## src/common/pss_pkg.sv

```systemverilog
// Shared constants and types of the parameter set sequencer.
// Assumes one 125 MHz clock and APB word-aligned register access.
`default_nettype none
package pss_pkg;
  // ----------------------------------------
  // Sizes
  // ----------------------------------------
  localparam int PSS_MAX_SETS = 64;
  localparam int PSS_FREE_MAX_SETS = 4;
  localparam int PSS_IDX_W = 6;
  localparam int PSS_TOTAL_W = 7;
  localparam int PSS_PARAM_W = 32;
  localparam logic [31:0] PSS_PARAM_DEFAULT = 32'h0000_0000;
  // ----------------------------------------
  // Register offsets
  // ----------------------------------------
  localparam logic [7:0] PSS_OFF_CTRL = 8'h00;
  localparam logic [7:0] PSS_OFF_SRC = 8'h04;
  localparam logic [7:0] PSS_OFF_TOTAL = 8'h08;
  localparam logic [7:0] PSS_OFF_INDEX = 8'h0C;
  localparam logic [7:0] PSS_OFF_CMD = 8'h10;
  localparam logic [7:0] PSS_OFF_ADDRCFG = 8'h14;
  localparam logic [7:0] PSS_OFF_ACTIVE = 8'h18;
  localparam logic [7:0] PSS_OFF_STATUS = 8'h1C;
  // ----------------------------------------
  // Field positions
  // ----------------------------------------
  localparam int PSS_CTRL_ON = 0;
  localparam int PSS_CTRL_FREE = 1;
  localparam int PSS_SRC_SEL = 0;
  localparam int PSS_SRC_LSB = 4;
  localparam int PSS_CMD_STORE = 0;
  localparam int PSS_CMD_LOAD = 1;
  localparam int PSS_CMD_STEP = 2;
  localparam int PSS_CMD_REWIND = 3;
  localparam int PSS_AC_BIT0_L2 = 0;
  localparam int PSS_AC_BIT1_L2 = 1;
  localparam int PSS_AC_INV1 = 2;
  localparam int PSS_AC_INV2 = 3;
  localparam int PSS_ST_WAIT = 8;
  localparam int PSS_ST_BUSY = 9;
  localparam int PSS_ST_RESTORE = 10;
  // ----------------------------------------
  // Reset values and timing
  // ----------------------------------------
  localparam logic [6:0] PSS_TOTAL_RESET = 7'h02;
  localparam int PSS_CLK_MHZ = 125;
  localparam int PSS_SETTLE_NS = 1000;
  localparam int PSS_SETTLE_CYC = (PSS_SETTLE_NS * PSS_CLK_MHZ + 999) / 1000;
  // ----------------------------------------
  // Types
  // ----------------------------------------
  typedef enum logic [1:0] {
    PSS_SRC_ALWAYS = 2'b00,
    PSS_SRC_LINE1 = 2'b01,
    PSS_SRC_LINE2 = 2'b10,
    PSS_SRC_OFF = 2'b11
  } pss_src_t;
  typedef enum logic [1:0] {
    PSS_LD_IDLE = 2'b00,
    PSS_LD_READ = 2'b01,
    PSS_LD_APPLY = 2'b10
  } pss_ld_t;
  typedef struct packed {
    logic trig;
    logic line2;
    logic line1;
  } pss_pins_t;
endpackage
`default_nettype wire

```

## src/logic/pss_pin_sync.sv

```systemverilog
// Two-flop synchroniser for the external line and trigger pins.
// Assumes the pins are asynchronous to ref_clk_in.
`default_nettype none
module pss_pin_sync #(
  parameter int W = 3
) (
  // Clock and reset
  input wire logic ref_clk_in,
  input wire logic rstn_in,
  // Pins
  input wire logic [W-1:0] pins_in,
  output logic [W-1:0] pins_out
);
  logic [W-1:0] meta_reg;

  always_ff @(posedge ref_clk_in or negedge rstn_in)
  begin
    if (!rstn_in)
    begin
      meta_reg <= '0;
      pins_out <= '0;
    end
    else
    begin
      meta_reg <= pins_in;
      pins_out <= meta_reg;
    end
  end
endmodule // pss_pin_sync
`default_nettype wire

```

## src/logic/pss_sequencer.sv

```systemverilog
// Parameter set sequencer: stored sets, active set, APB registers.
// Assumes frame_busy_in comes from exposure logic on the same clock.
//
// Behaviour
// - Controlled mode handles up to 64 sets, indices 0 to 63.
// - Advance source: always, line 1, line 2 or disabled, for all sets.
// - Selector picks whether source write targets advance or restart.
// - Never-stored sets within the total hold default values.
// - Store copies the active set into the indexed set.
// - Load copies the indexed set into the active set.
// - Free mode: accepted trigger samples lines, loads addressed set.
// - Free mode samples two lines above two sets, one line at two.
// - Free mode total is limited to 4 sets.
// - Free mode: a changing line drops waiting status; triggers then ignored.
// - Unchanged line states reuse the same set.
// - Disabling mid-frame finishes the frame, then restores parameters.
// - Address bit follows its line level, inverted when configured.
// - Address bit 1 is the MSB; 00 to 11 select sets 0 to 3.
`default_nettype none
module pss_sequencer #(
  parameter int PW = pss_pkg::PSS_PARAM_W,
  parameter int AW = 8
) (
  // Clock and reset
  input wire logic ref_clk_in,
  input wire logic rstn_in,
  // APB slave
  input wire logic psel,
  input wire logic penable,
  input wire logic pwrite,
  input wire logic [AW-1:0] paddr,
  input wire logic [31:0] pwdata,
  output logic [31:0] prdata,
  output logic pready,
  output logic pslverr,
  // External pins
  input wire logic line1_in,
  input wire logic line2_in,
  input wire logic frame_trig_in,
  // Acquisition side
  input wire logic frame_busy_in,
  output logic [PW-1:0] active_param_out,
  output logic [pss_pkg::PSS_IDX_W-1:0] cur_index_out,
  output logic waiting_out,
  output logic trig_accept_out
);
  localparam int IW = pss_pkg::PSS_IDX_W;
  localparam int TW = pss_pkg::PSS_TOTAL_W;
  localparam logic [7:0] SETTLE = 8'(pss_pkg::PSS_SETTLE_CYC);

  // ----------------------------------------
  // Functions
  // ----------------------------------------
  function automatic logic [TW-1:0] clamp_total(input logic [TW-1:0] t,
                                                input logic [TW-1:0] mx);
    if (t == '0)
      return TW'(1);
    else if (t > mx)
      return mx;
    else
      return t;
  endfunction

  // Level of the line that a source names, after inversion
  function automatic logic src_level(input pss_pkg::pss_src_t s,
                                     input logic l1, input logic l2,
                                     input logic always_ok);
    unique case (s)
      pss_pkg::PSS_SRC_ALWAYS: return always_ok;
      pss_pkg::PSS_SRC_LINE1: return l1;
      pss_pkg::PSS_SRC_LINE2: return l2;
      pss_pkg::PSS_SRC_OFF: return 1'b0;
    endcase
  endfunction

  // ----------------------------------------
  // Registers and state
  // ----------------------------------------
  logic on_reg, on_prev_reg, free_reg, sel_restart_reg;
  pss_pkg::pss_src_t adv_src_reg, rst_src_reg;
  logic [TW-1:0] total_reg;
  logic [IW-1:0] index_reg, cur_idx_reg, load_idx_reg;
  logic [3:0] addrcfg_reg;
  logic [PW-1:0] saved_reg;
  logic store_pend_reg, load_pend_reg, step_pend_reg, rewind_pend_reg;
  logic restore_pend_reg;
  logic [7:0] settle_reg;
  pss_pkg::pss_ld_t ld_reg;
  pss_pkg::pss_pins_t pins, pins_prev_reg;
  logic [2:0] pins_raw;
  logic [PW-1:0] rd_data;

  // ----------------------------------------
  // Pin synchronisers and set storage
  // ----------------------------------------
  pss_pin_sync #(.W(3)) u_sync (
    .ref_clk_in(ref_clk_in),
    .rstn_in(rstn_in),
    .pins_in({frame_trig_in, line2_in, line1_in}),
    .pins_out(pins_raw)
  );
  assign pins = pss_pkg::pss_pins_t'(pins_raw);

  logic store_now;
  assign store_now = store_pend_reg && ld_reg == pss_pkg::PSS_LD_IDLE;

  pss_set_store #(.DW(PW)) u_store (
    .ref_clk_in(ref_clk_in),
    .rstn_in(rstn_in),
    .wr_en_in(store_now),
    .wr_addr_in(index_reg),
    .wr_data_in(active_param_out),
    .rd_addr_in(load_idx_reg),
    .rd_data_out(rd_data)
  );

  // ----------------------------------------
  // Decode of lines, triggers and events
  // ----------------------------------------
  logic lv1, lv2, bit0, bit1, line_change, trig_rise, accept;
  logic [TW-1:0] eff_total;
  logic [IW-1:0] next_idx, free_addr;
  logic adv_q, rst_q, go_load, restore_now, en_rise;
  logic [IW-1:0] go_idx;

  assign lv1 = pins.line1 ^ addrcfg_reg[pss_pkg::PSS_AC_INV1];
  assign lv2 = pins.line2 ^ addrcfg_reg[pss_pkg::PSS_AC_INV2];
  assign bit0 = addrcfg_reg[pss_pkg::PSS_AC_BIT0_L2] ? lv2 : lv1;
  assign bit1 = addrcfg_reg[pss_pkg::PSS_AC_BIT1_L2] ? lv2 : lv1;
  // free mode total capped at four
  assign eff_total = free_reg ?
    clamp_total(total_reg, TW'(pss_pkg::PSS_FREE_MAX_SETS)) :
    clamp_total(total_reg, TW'(pss_pkg::PSS_MAX_SETS));
  // bit 1 is the most significant
  // one line only at two sets
  assign free_addr = (eff_total > TW'(2)) ? IW'({bit1, bit0}) :
                     (eff_total == TW'(2)) ? IW'(bit0) : '0;
  // step with wrap after last set
  assign next_idx = (TW'(cur_idx_reg) + TW'(1) >= eff_total) ? '0 :
                    cur_idx_reg + IW'(1);
  // one advance source for every set
  assign adv_q = src_level(adv_src_reg, lv1, lv2, 1'b1);
  // Restart has no always-active choice
  assign rst_q = src_level(rst_src_reg, lv1, lv2, 1'b0);
  assign line_change = free_reg && on_reg &&
    (pins.line1 != pins_prev_reg.line1 || pins.line2 != pins_prev_reg.line2);
  assign trig_rise = pins.trig && !pins_prev_reg.trig;
  assign accept = trig_rise && waiting_out;
  assign en_rise = on_reg && !on_prev_reg;
  // restore only once the frame is out
  assign restore_now = restore_pend_reg && !frame_busy_in &&
                       ld_reg == pss_pkg::PSS_LD_IDLE;

  always_comb
  begin
    go_load = 1'b0;
    go_idx = '0;
    if (ld_reg == pss_pkg::PSS_LD_IDLE && !restore_pend_reg)
    begin
      if (en_rise && !free_reg)
        go_load = 1'b1;
      else if (accept && on_reg && free_reg)
      begin
        go_load = 1'b1;
        go_idx = free_addr;
      end
      else if (accept && on_reg && rst_q)
        go_load = 1'b1;
      else if (accept && on_reg && adv_q)
      begin
        go_load = 1'b1;
        go_idx = next_idx;
      end
      else if (on_reg && !free_reg && rewind_pend_reg)
        go_load = 1'b1;
      else if (on_reg && !free_reg && step_pend_reg)
      begin
        go_load = 1'b1;
        go_idx = next_idx;
      end
      else if (load_pend_reg && !store_pend_reg)
      begin
        go_load = 1'b1;
        go_idx = index_reg;
      end
    end
  end

  // ----------------------------------------
  // APB slave
  // ----------------------------------------
  logic setup, wr_acc;
  logic [31:0] rd_mux;
  logic rd_err;
  assign setup = psel && !penable;
  assign wr_acc = psel && penable && pready && pwrite && !pslverr;

  always_comb
  begin
    rd_mux = '0;
    rd_err = 1'b0;
    if (paddr[1:0] != 2'b00 || paddr > AW'(pss_pkg::PSS_OFF_STATUS))
      rd_err = 1'b1;
    else
    begin
      unique case (8'(paddr))
        pss_pkg::PSS_OFF_CTRL:
        begin
          rd_mux[pss_pkg::PSS_CTRL_ON] = on_reg;
          rd_mux[pss_pkg::PSS_CTRL_FREE] = free_reg;
        end
        pss_pkg::PSS_OFF_SRC:
        begin
          rd_mux[pss_pkg::PSS_SRC_SEL] = sel_restart_reg;
          rd_mux[pss_pkg::PSS_SRC_LSB +: 2] = sel_restart_reg ?
            rst_src_reg : adv_src_reg;
        end
        pss_pkg::PSS_OFF_TOTAL: rd_mux[TW-1:0] = total_reg;
        pss_pkg::PSS_OFF_INDEX: rd_mux[IW-1:0] = index_reg;
        pss_pkg::PSS_OFF_CMD: rd_mux = '0;
        pss_pkg::PSS_OFF_ADDRCFG: rd_mux[3:0] = addrcfg_reg;
        pss_pkg::PSS_OFF_ACTIVE: rd_mux[PW-1:0] = active_param_out;
        pss_pkg::PSS_OFF_STATUS:
        begin
          rd_mux[IW-1:0] = cur_idx_reg;
          rd_mux[pss_pkg::PSS_ST_WAIT] = waiting_out;
          rd_mux[pss_pkg::PSS_ST_BUSY] = ld_reg != pss_pkg::PSS_LD_IDLE;
          rd_mux[pss_pkg::PSS_ST_RESTORE] = restore_pend_reg;
        end
      endcase
    end
  end

  // Answer is ready in the first access cycle: no wait states
  always_ff @(posedge ref_clk_in or negedge rstn_in)
  begin
    if (!rstn_in)
    begin
      pready <= 1'b0;
      pslverr <= 1'b0;
      prdata <= '0;
    end
    else
    begin
      pready <= setup;
      pslverr <= setup && rd_err;
      prdata <= (setup && !pwrite && !rd_err) ? rd_mux : '0;
    end
  end

  // ----------------------------------------
  // Configuration registers
  // ----------------------------------------
  always_ff @(posedge ref_clk_in or negedge rstn_in)
  begin
    if (!rstn_in)
    begin
      on_reg <= 1'b0;
      free_reg <= 1'b0;
      sel_restart_reg <= 1'b0;
      adv_src_reg <= pss_pkg::PSS_SRC_OFF;
      rst_src_reg <= pss_pkg::PSS_SRC_OFF;
      total_reg <= pss_pkg::PSS_TOTAL_RESET;
      index_reg <= '0;
      addrcfg_reg <= '0;
    end
    else if (wr_acc)
    begin
      unique case (8'(paddr))
        pss_pkg::PSS_OFF_CTRL:
        begin
          on_reg <= pwdata[pss_pkg::PSS_CTRL_ON];
          free_reg <= pwdata[pss_pkg::PSS_CTRL_FREE];
        end
        pss_pkg::PSS_OFF_SRC:
        begin
          sel_restart_reg <= pwdata[pss_pkg::PSS_SRC_SEL];
          if (pwdata[pss_pkg::PSS_SRC_SEL])
            rst_src_reg <= pss_pkg::pss_src_t'(
              pwdata[pss_pkg::PSS_SRC_LSB +: 2]);
          else
            adv_src_reg <= pss_pkg::pss_src_t'(
              pwdata[pss_pkg::PSS_SRC_LSB +: 2]);
        end
        // total kept within 1 to 64
        pss_pkg::PSS_OFF_TOTAL:
          total_reg <= clamp_total(pwdata[TW-1:0],
                                   TW'(pss_pkg::PSS_MAX_SETS));
        pss_pkg::PSS_OFF_INDEX: index_reg <= pwdata[IW-1:0];
        pss_pkg::PSS_OFF_ADDRCFG: addrcfg_reg <= pwdata[3:0];
        default:
        begin
        end
      endcase
    end
  end

  // ----------------------------------------
  // Command flags: a new command beats its own clear
  // ----------------------------------------
  logic cmd_wr;
  assign cmd_wr = wr_acc && 8'(paddr) == pss_pkg::PSS_OFF_CMD;

  always_ff @(posedge ref_clk_in or negedge rstn_in)
  begin
    if (!rstn_in)
    begin
      store_pend_reg <= 1'b0;
      load_pend_reg <= 1'b0;
      step_pend_reg <= 1'b0;
      rewind_pend_reg <= 1'b0;
    end
    else
    begin
      store_pend_reg <= (cmd_wr && pwdata[pss_pkg::PSS_CMD_STORE]) ||
                        (store_pend_reg && !store_now);
      load_pend_reg <= (cmd_wr && pwdata[pss_pkg::PSS_CMD_LOAD]) ||
                       (load_pend_reg && !(go_load && go_idx == index_reg
                        && !on_reg));
      step_pend_reg <= on_reg && !free_reg &&
        ((cmd_wr && pwdata[pss_pkg::PSS_CMD_STEP]) ||
         (step_pend_reg && !(go_load && !accept && !rewind_pend_reg)));
      rewind_pend_reg <= on_reg && !free_reg &&
        ((cmd_wr && pwdata[pss_pkg::PSS_CMD_REWIND]) ||
         (rewind_pend_reg && !(go_load && !accept)));
    end
  end

  // ----------------------------------------
  // Load engine and active set
  // ----------------------------------------
  always_ff @(posedge ref_clk_in or negedge rstn_in)
  begin
    if (!rstn_in)
    begin
      ld_reg <= pss_pkg::PSS_LD_IDLE;
      load_idx_reg <= '0;
      cur_idx_reg <= '0;
    end
    else
    begin
      unique case (ld_reg)
        pss_pkg::PSS_LD_IDLE:
          if (go_load)
          begin
            ld_reg <= pss_pkg::PSS_LD_READ;
            load_idx_reg <= go_idx;
            cur_idx_reg <= go_idx;
          end
        pss_pkg::PSS_LD_READ: ld_reg <= pss_pkg::PSS_LD_APPLY;
        pss_pkg::PSS_LD_APPLY: ld_reg <= pss_pkg::PSS_LD_IDLE;
        default: ld_reg <= pss_pkg::PSS_LD_IDLE;
      endcase
    end
  end

  always_ff @(posedge ref_clk_in or negedge rstn_in)
  begin
    if (!rstn_in)
      active_param_out <= pss_pkg::PSS_PARAM_DEFAULT;
    else if (ld_reg == pss_pkg::PSS_LD_APPLY)
      active_param_out <= rd_data;
    else if (restore_now)
      active_param_out <= saved_reg;
    else if (wr_acc && 8'(paddr) == pss_pkg::PSS_OFF_ACTIVE)
      active_param_out <= pwdata[PW-1:0];
  end

  // ----------------------------------------
  // Enable, disable and restore
  // ----------------------------------------
  always_ff @(posedge ref_clk_in or negedge rstn_in)
  begin
    if (!rstn_in)
    begin
      on_prev_reg <= 1'b0;
      saved_reg <= pss_pkg::PSS_PARAM_DEFAULT;
      restore_pend_reg <= 1'b0;
    end
    else
    begin
      on_prev_reg <= on_reg;
      if (en_rise)
        saved_reg <= active_param_out;
      if (!on_reg && on_prev_reg)
        restore_pend_reg <= 1'b1;
      else if (restore_now || en_rise)
        restore_pend_reg <= 1'b0;
    end
  end

  // ----------------------------------------
  // Waiting status and trigger acceptance
  // ----------------------------------------
  always_ff @(posedge ref_clk_in or negedge rstn_in)
  begin
    if (!rstn_in)
    begin
      pins_prev_reg <= '0;
      settle_reg <= '0;
      waiting_out <= 1'b0;
      trig_accept_out <= 1'b0;
      cur_index_out <= '0;
    end
    else
    begin
      pins_prev_reg <= pins;
      // hold off a settle time after a line moves
      if (line_change)
        settle_reg <= SETTLE;
      else if (settle_reg != '0)
        settle_reg <= settle_reg - 8'h01;
      waiting_out <= !frame_busy_in && !line_change && settle_reg == '0 &&
                     !go_load && ld_reg == pss_pkg::PSS_LD_IDLE;
      trig_accept_out <= accept;
      cur_index_out <= cur_idx_reg;
    end
  end
endmodule // pss_sequencer
`default_nettype wire

```

## src/logic/pss_set_store.sv

```systemverilog
// Storage for the sequence sets, with one synchronous read port.
// Assumes the caller gives the read address a cycle before using data.
`default_nettype none
module pss_set_store #(
  parameter int DEPTH = pss_pkg::PSS_MAX_SETS,
  parameter int AW = pss_pkg::PSS_IDX_W,
  parameter int DW = pss_pkg::PSS_PARAM_W,
  parameter logic [DW-1:0] DEFAULT = pss_pkg::PSS_PARAM_DEFAULT
) (
  // Clock and reset
  input wire logic ref_clk_in,
  input wire logic rstn_in,
  // Write port
  input wire logic wr_en_in,
  input wire logic [AW-1:0] wr_addr_in,
  input wire logic [DW-1:0] wr_data_in,
  // Read port
  input wire logic [AW-1:0] rd_addr_in,
  output logic [DW-1:0] rd_data_out
);
  logic [DW-1:0] mem [DEPTH];
  logic [DEPTH-1:0] stored_reg;

  always_ff @(posedge ref_clk_in)
  begin
    if (wr_en_in)
      mem[wr_addr_in] <= wr_data_in;
  end

  // Valid bits replace a memory reset
  always_ff @(posedge ref_clk_in or negedge rstn_in)
  begin
    if (!rstn_in)
      stored_reg <= '0;
    else if (wr_en_in)
      stored_reg[wr_addr_in] <= 1'b1;
  end

  always_ff @(posedge ref_clk_in or negedge rstn_in)
  begin
    if (!rstn_in)
      rd_data_out <= DEFAULT;
    else if (wr_en_in && wr_addr_in == rd_addr_in)
      rd_data_out <= wr_data_in;
    else if (stored_reg[rd_addr_in])
      rd_data_out <= mem[rd_addr_in];
    else
      rd_data_out <= DEFAULT;
  end
endmodule // pss_set_store
`default_nettype wire

```

## config.mk

```make
export PLATFORM = sky130hd
export DESIGN_NAME = pss_sequencer
export DESIGN_NICKNAME = d
export VERILOG_FILES = /design/src/common/pss_pkg.sv /design/src/logic/pss_pin_sync.sv /design/src/logic/pss_sequencer.sv /design/src/logic/pss_set_store.sv
export SDC_FILE = /design/constraint.sdc
export NUM_CORES = 2
export LEC_CHECK = 0
export BUFFER_PORTS_ARGS = -buffer_cell sky130_fd_sc_hd__buf_2
export CELL_PAD_IN_SITES_DETAIL_PLACEMENT = 1
export CELL_PAD_IN_SITES_GLOBAL_PLACEMENT = 1
export CORE_AREA = 3 3 428 430
export CTS_CLUSTER_DIAMETER = 200
export DETAILED_ROUTE_END_ITERATION = 10
export DIE_AREA = 0 0 431 433
export GPL_TIMING_DRIVEN = 0
export PLACE_DENSITY_LB_ADDON = 0.3
export SLEW_MARGIN = 20
export SYNTH_ARGS = -nofsm -noshare
export SYNTH_HDL_FRONTEND = slang
export SYNTH_HIERARCHICAL = 1
export SYNTH_SLANG_ARGS = --single-unit
export TNS_END_PERCENT = 50
```

## constraint.sdc

```tcl
create_clock -name ref_clk_in -period 3.95 [get_ports ref_clk_in]
set_input_delay 0.5925 -clock ref_clk_in [delete_from_list [all_inputs] [get_ports ref_clk_in]]
set_output_delay 0.5925 -clock ref_clk_in [all_outputs]
set_load 0.01 [all_outputs]
```

==> results.ini <==
[critical_path]
end_kind=flip-flop
worst_path_max_delay_cell=dfrtp_1
max_stage_delay_ns=0.62
crit_path_start_kind=flip-flop
path_max_fanout=10
crit_type=reg -> reg
worstPathArrival_ns=4.79
path_delay_family=buffers and inverters
crit_required_ns=4.69
crit_path_cell_trace=clkbuf_2 -> inv_1 -> clkbuf_2 -> nor2_2 -> clkbuf_1 -> a32oi_1 -> o211a_1 -> a21oi_2 -> o21ai_1
crit_path_frequent_cell=clkbuf_2
path_buf_inv=4

[cts]
clockRootBuffer=clkbuf_16
worst_skew_pair.late_latency_ns=0.92
clock_path_buffers=3
h-tree-depth=4
cts_made_buffers=226
cts.sinks=2305
cts_tree=yes
clk_pin_slew_worst_paths_ns=0.06

[synthesis]
syn-num-nets=4581
synth_cell_types=72
yosysSeqAreaShare=0.7568
synth_seq_cells=2305
synth_ff_type=edfxtp_1
syn_inst=4523
synth-edff-count=2048
netlist_area_um2=89770
syn_area_per_cell_um2=19.85
async_flop_share=0.1115
yosysWarnings=6

[die]
rows=156
die_width_um=431
die_h_um=433
start_util=0.4983
die_area_um2=186600
pin_count=123
core-area_um2=180200

[routing]
routed_wl_mm=283.4
drc=0
routed_via_density=6.642
drtIter0Drc=6606
detail_route.wl_per_cell_um=37.36
detail-route-antenna-nets=0
num_vias=50390
drtPass1Iterations=6

[timing]
clock.fmax_ghz=0.2473
tightestPinTransition_ns=1.166
timing.final.hold_violations=0
holdWs_ns=0.07179
rsz0062_at_grt=true
fin_worst_skew_ns=0.06583
finalSetupViolations=12
drv_slew=0
setup_ws_ns=-0.09387
slew_headroom=0.2225
post-route-period-util=1.024
min_period_ns=4.044
fin_setup_tns_ns=-0.6136

[placement]
dpl.cell_count=7144
placed_area_um2=97110
io_buffers=122
hpwl_mm=187.8
globalplace.congestion=0.9691

[layout]
mostFrequentLayoutCells=edfxtp_1 (2048), mux4_2 (433), mux2i_1 (297), clkbuf_16 (229), nand2_1 (228)
final_common_cell=edfxtp_1
drive_gt1_frac=0.2859
area_delta_synth_final_pct=17.39
fin_area_um2=105400
fin_nets=5070
stdcell_count=7587
largest_reg_flops=2048

[pwr]
p_leak_nw=34.23
powerDensity_nw_per_um2=553.3
ir_worst_vdd_mv=0.5334

[grt]
antenna_found_initial=11
grt_pass1_wl_mm=400.5
globalRouteMet2Util=0.4798
grtUsageTotal=0.3054
grt_max_degree=101
grt_pass1_vias=51780
grt.busiest_layer=met2
globalRouteMet1Util=0.4066
grt.overflow.total=0
grt_use_met3=0.07058

[worst_hold_path]
min_path_type=in -> reg

[run_status]
status=complete, but fails checks
violations=negative setup slack

[job]
drv_cap=0

routing by layer:
metal / wire length [µm] / vias to the layer above
li1: - / 19630
met1: 104200 / 26930
met2: 133700 / 3148
met3: 28980 / 686
met4: 16540 / 2
met5: 7 / -
worst paths after layout:
path                               startpoint                endpoint  slack, ns  depth (start not counted)
max                           load_idx_reg[2]  u_store/rd_data_out[7]      -0.09                          9
min reg2reg                u_sync/meta_reg[0]      u_sync/pins_out[0]       0.36                          0
min in group asynchronous             rstn_in  u_store/stored_reg[30]       0.26                          2
max in group asynchronous             rstn_in    active_param_out[17]       2.66                          3
max reg2reg                   load_idx_reg[2]  u_store/rd_data_out[7]      -0.09                          9
min                                 pwdata[2]            total_reg[2]       0.07                          3
kinds of logic after synthesis:
family          count (synthesis)  synth area share
fa+ha+maj                       9          0.001254
flops                        2305            0.7568
compound gates                543           0.04233
buf+inv                       273           0.01627
simple gates                  581           0.03094
mux                           793            0.1505
xor+xnor                       19          0.001854
tightest hold or removal path, cell delays in order:
cell and delay, ns:
buf_2 0.17, nand2b_1 0.08, o21ai_0 0.07
where the power goes:
part / total [mW] / switching (mW) / internal, mW
Clock: 21.9 / 9.47 / 12.5
Sequential: 31.7 / 1.95 / 29.8
Combinational: 4.68 / 3.50 / 1.18
Total: 58.3 / 14.9 / 43.4
metrics by stage:
stage          power, mW  setup slack, ns    util
5_1_grt            60.00         -0.06867  0.5848
6_report           58.30         -0.09387  0.5849
3_3_place_gp       36.02           -2.393  0.5181
4_1_cts            58.53        0.0008837  0.5839
2_1_floorplan      32.85           0.7450       -
3_5_place_dp       36.81           -1.220  0.5390
final cells by class:
| type | count | area (µm²) |
|---|---|---|
| plain buffers | 257 | 1590 |
| inverters | 15 | 56.30 |
| multi-input cells | 1945 | 21260 |
| clock buffers | 292 | 6107 |
| diodes | 12 | 30.03 |
| fillers | 15290 | 74780 |
| well taps | 2370 | 2965 |
| clock inverters | 129 | 1446 |
| flip-flops and latches | 2305 | 68060 |
| repair buffers | 262 | 3867 |
synth_stat cells, types with 8 or more instances:
cell | instances | share of area
mux2_2 | 54 | 0.0068
nor2b_1 | 10 | 0.00070
or2_2 | 65 | 0.0045
edfxtp_1 | 2048 | 0.69
nand2_1 | 228 | 0.0095
buf_6 | 22 | 0.0028
clkbuf_1 | 151 | 0.0063
xnor2_1 | 9 | 0.00088
a32oi_1 | 34 | 0.0033
and2_1 | 27 | 0.0019
xor2_1 | 10 | 0.00098
a31oi_1 | 31 | 0.0022
nand2b_1 | 14 | 0.00098
o22ai_1 | 30 | 0.0021
or3_1 | 8 | 0.00056
nor2_1 | 98 | 0.0041
a21oi_1 | 104 | 0.0058
ha_1 | 9 | 0.0013
buf_2 | 28 | 0.0016
a22oi_1 | 13 | 0.0011
o221ai_1 | 163 | 0.016
nand3_1 | 79 | 0.0044
o211a_1 | 25 | 0.0028
mux2i_1 | 299 | 0.033
nor3_1 | 16 | 0.00089
o21ai_1 | 29 | 0.0016
o21ai_0 | 87 | 0.0049
dfrtp_1 | 252 | 0.070
buf_1 | 15 | 0.00063
inv_1 | 13 | 0.00054
buf_4 | 33 | 0.0028
mux4_2 | 433 | 0.11
what timing repair did:
action | 4_1_cts | 5_1_grt
gates resized for setup | 146 | 53
pin swaps | 10 | 14
hold buffers | 10 | 0
endpoints found under the hold margin | 76 | 0
setup endpoints to repair | 32 | 47
setup buffers | 1 | 0
No activity file was read; power rests on OpenSTA's default activity.
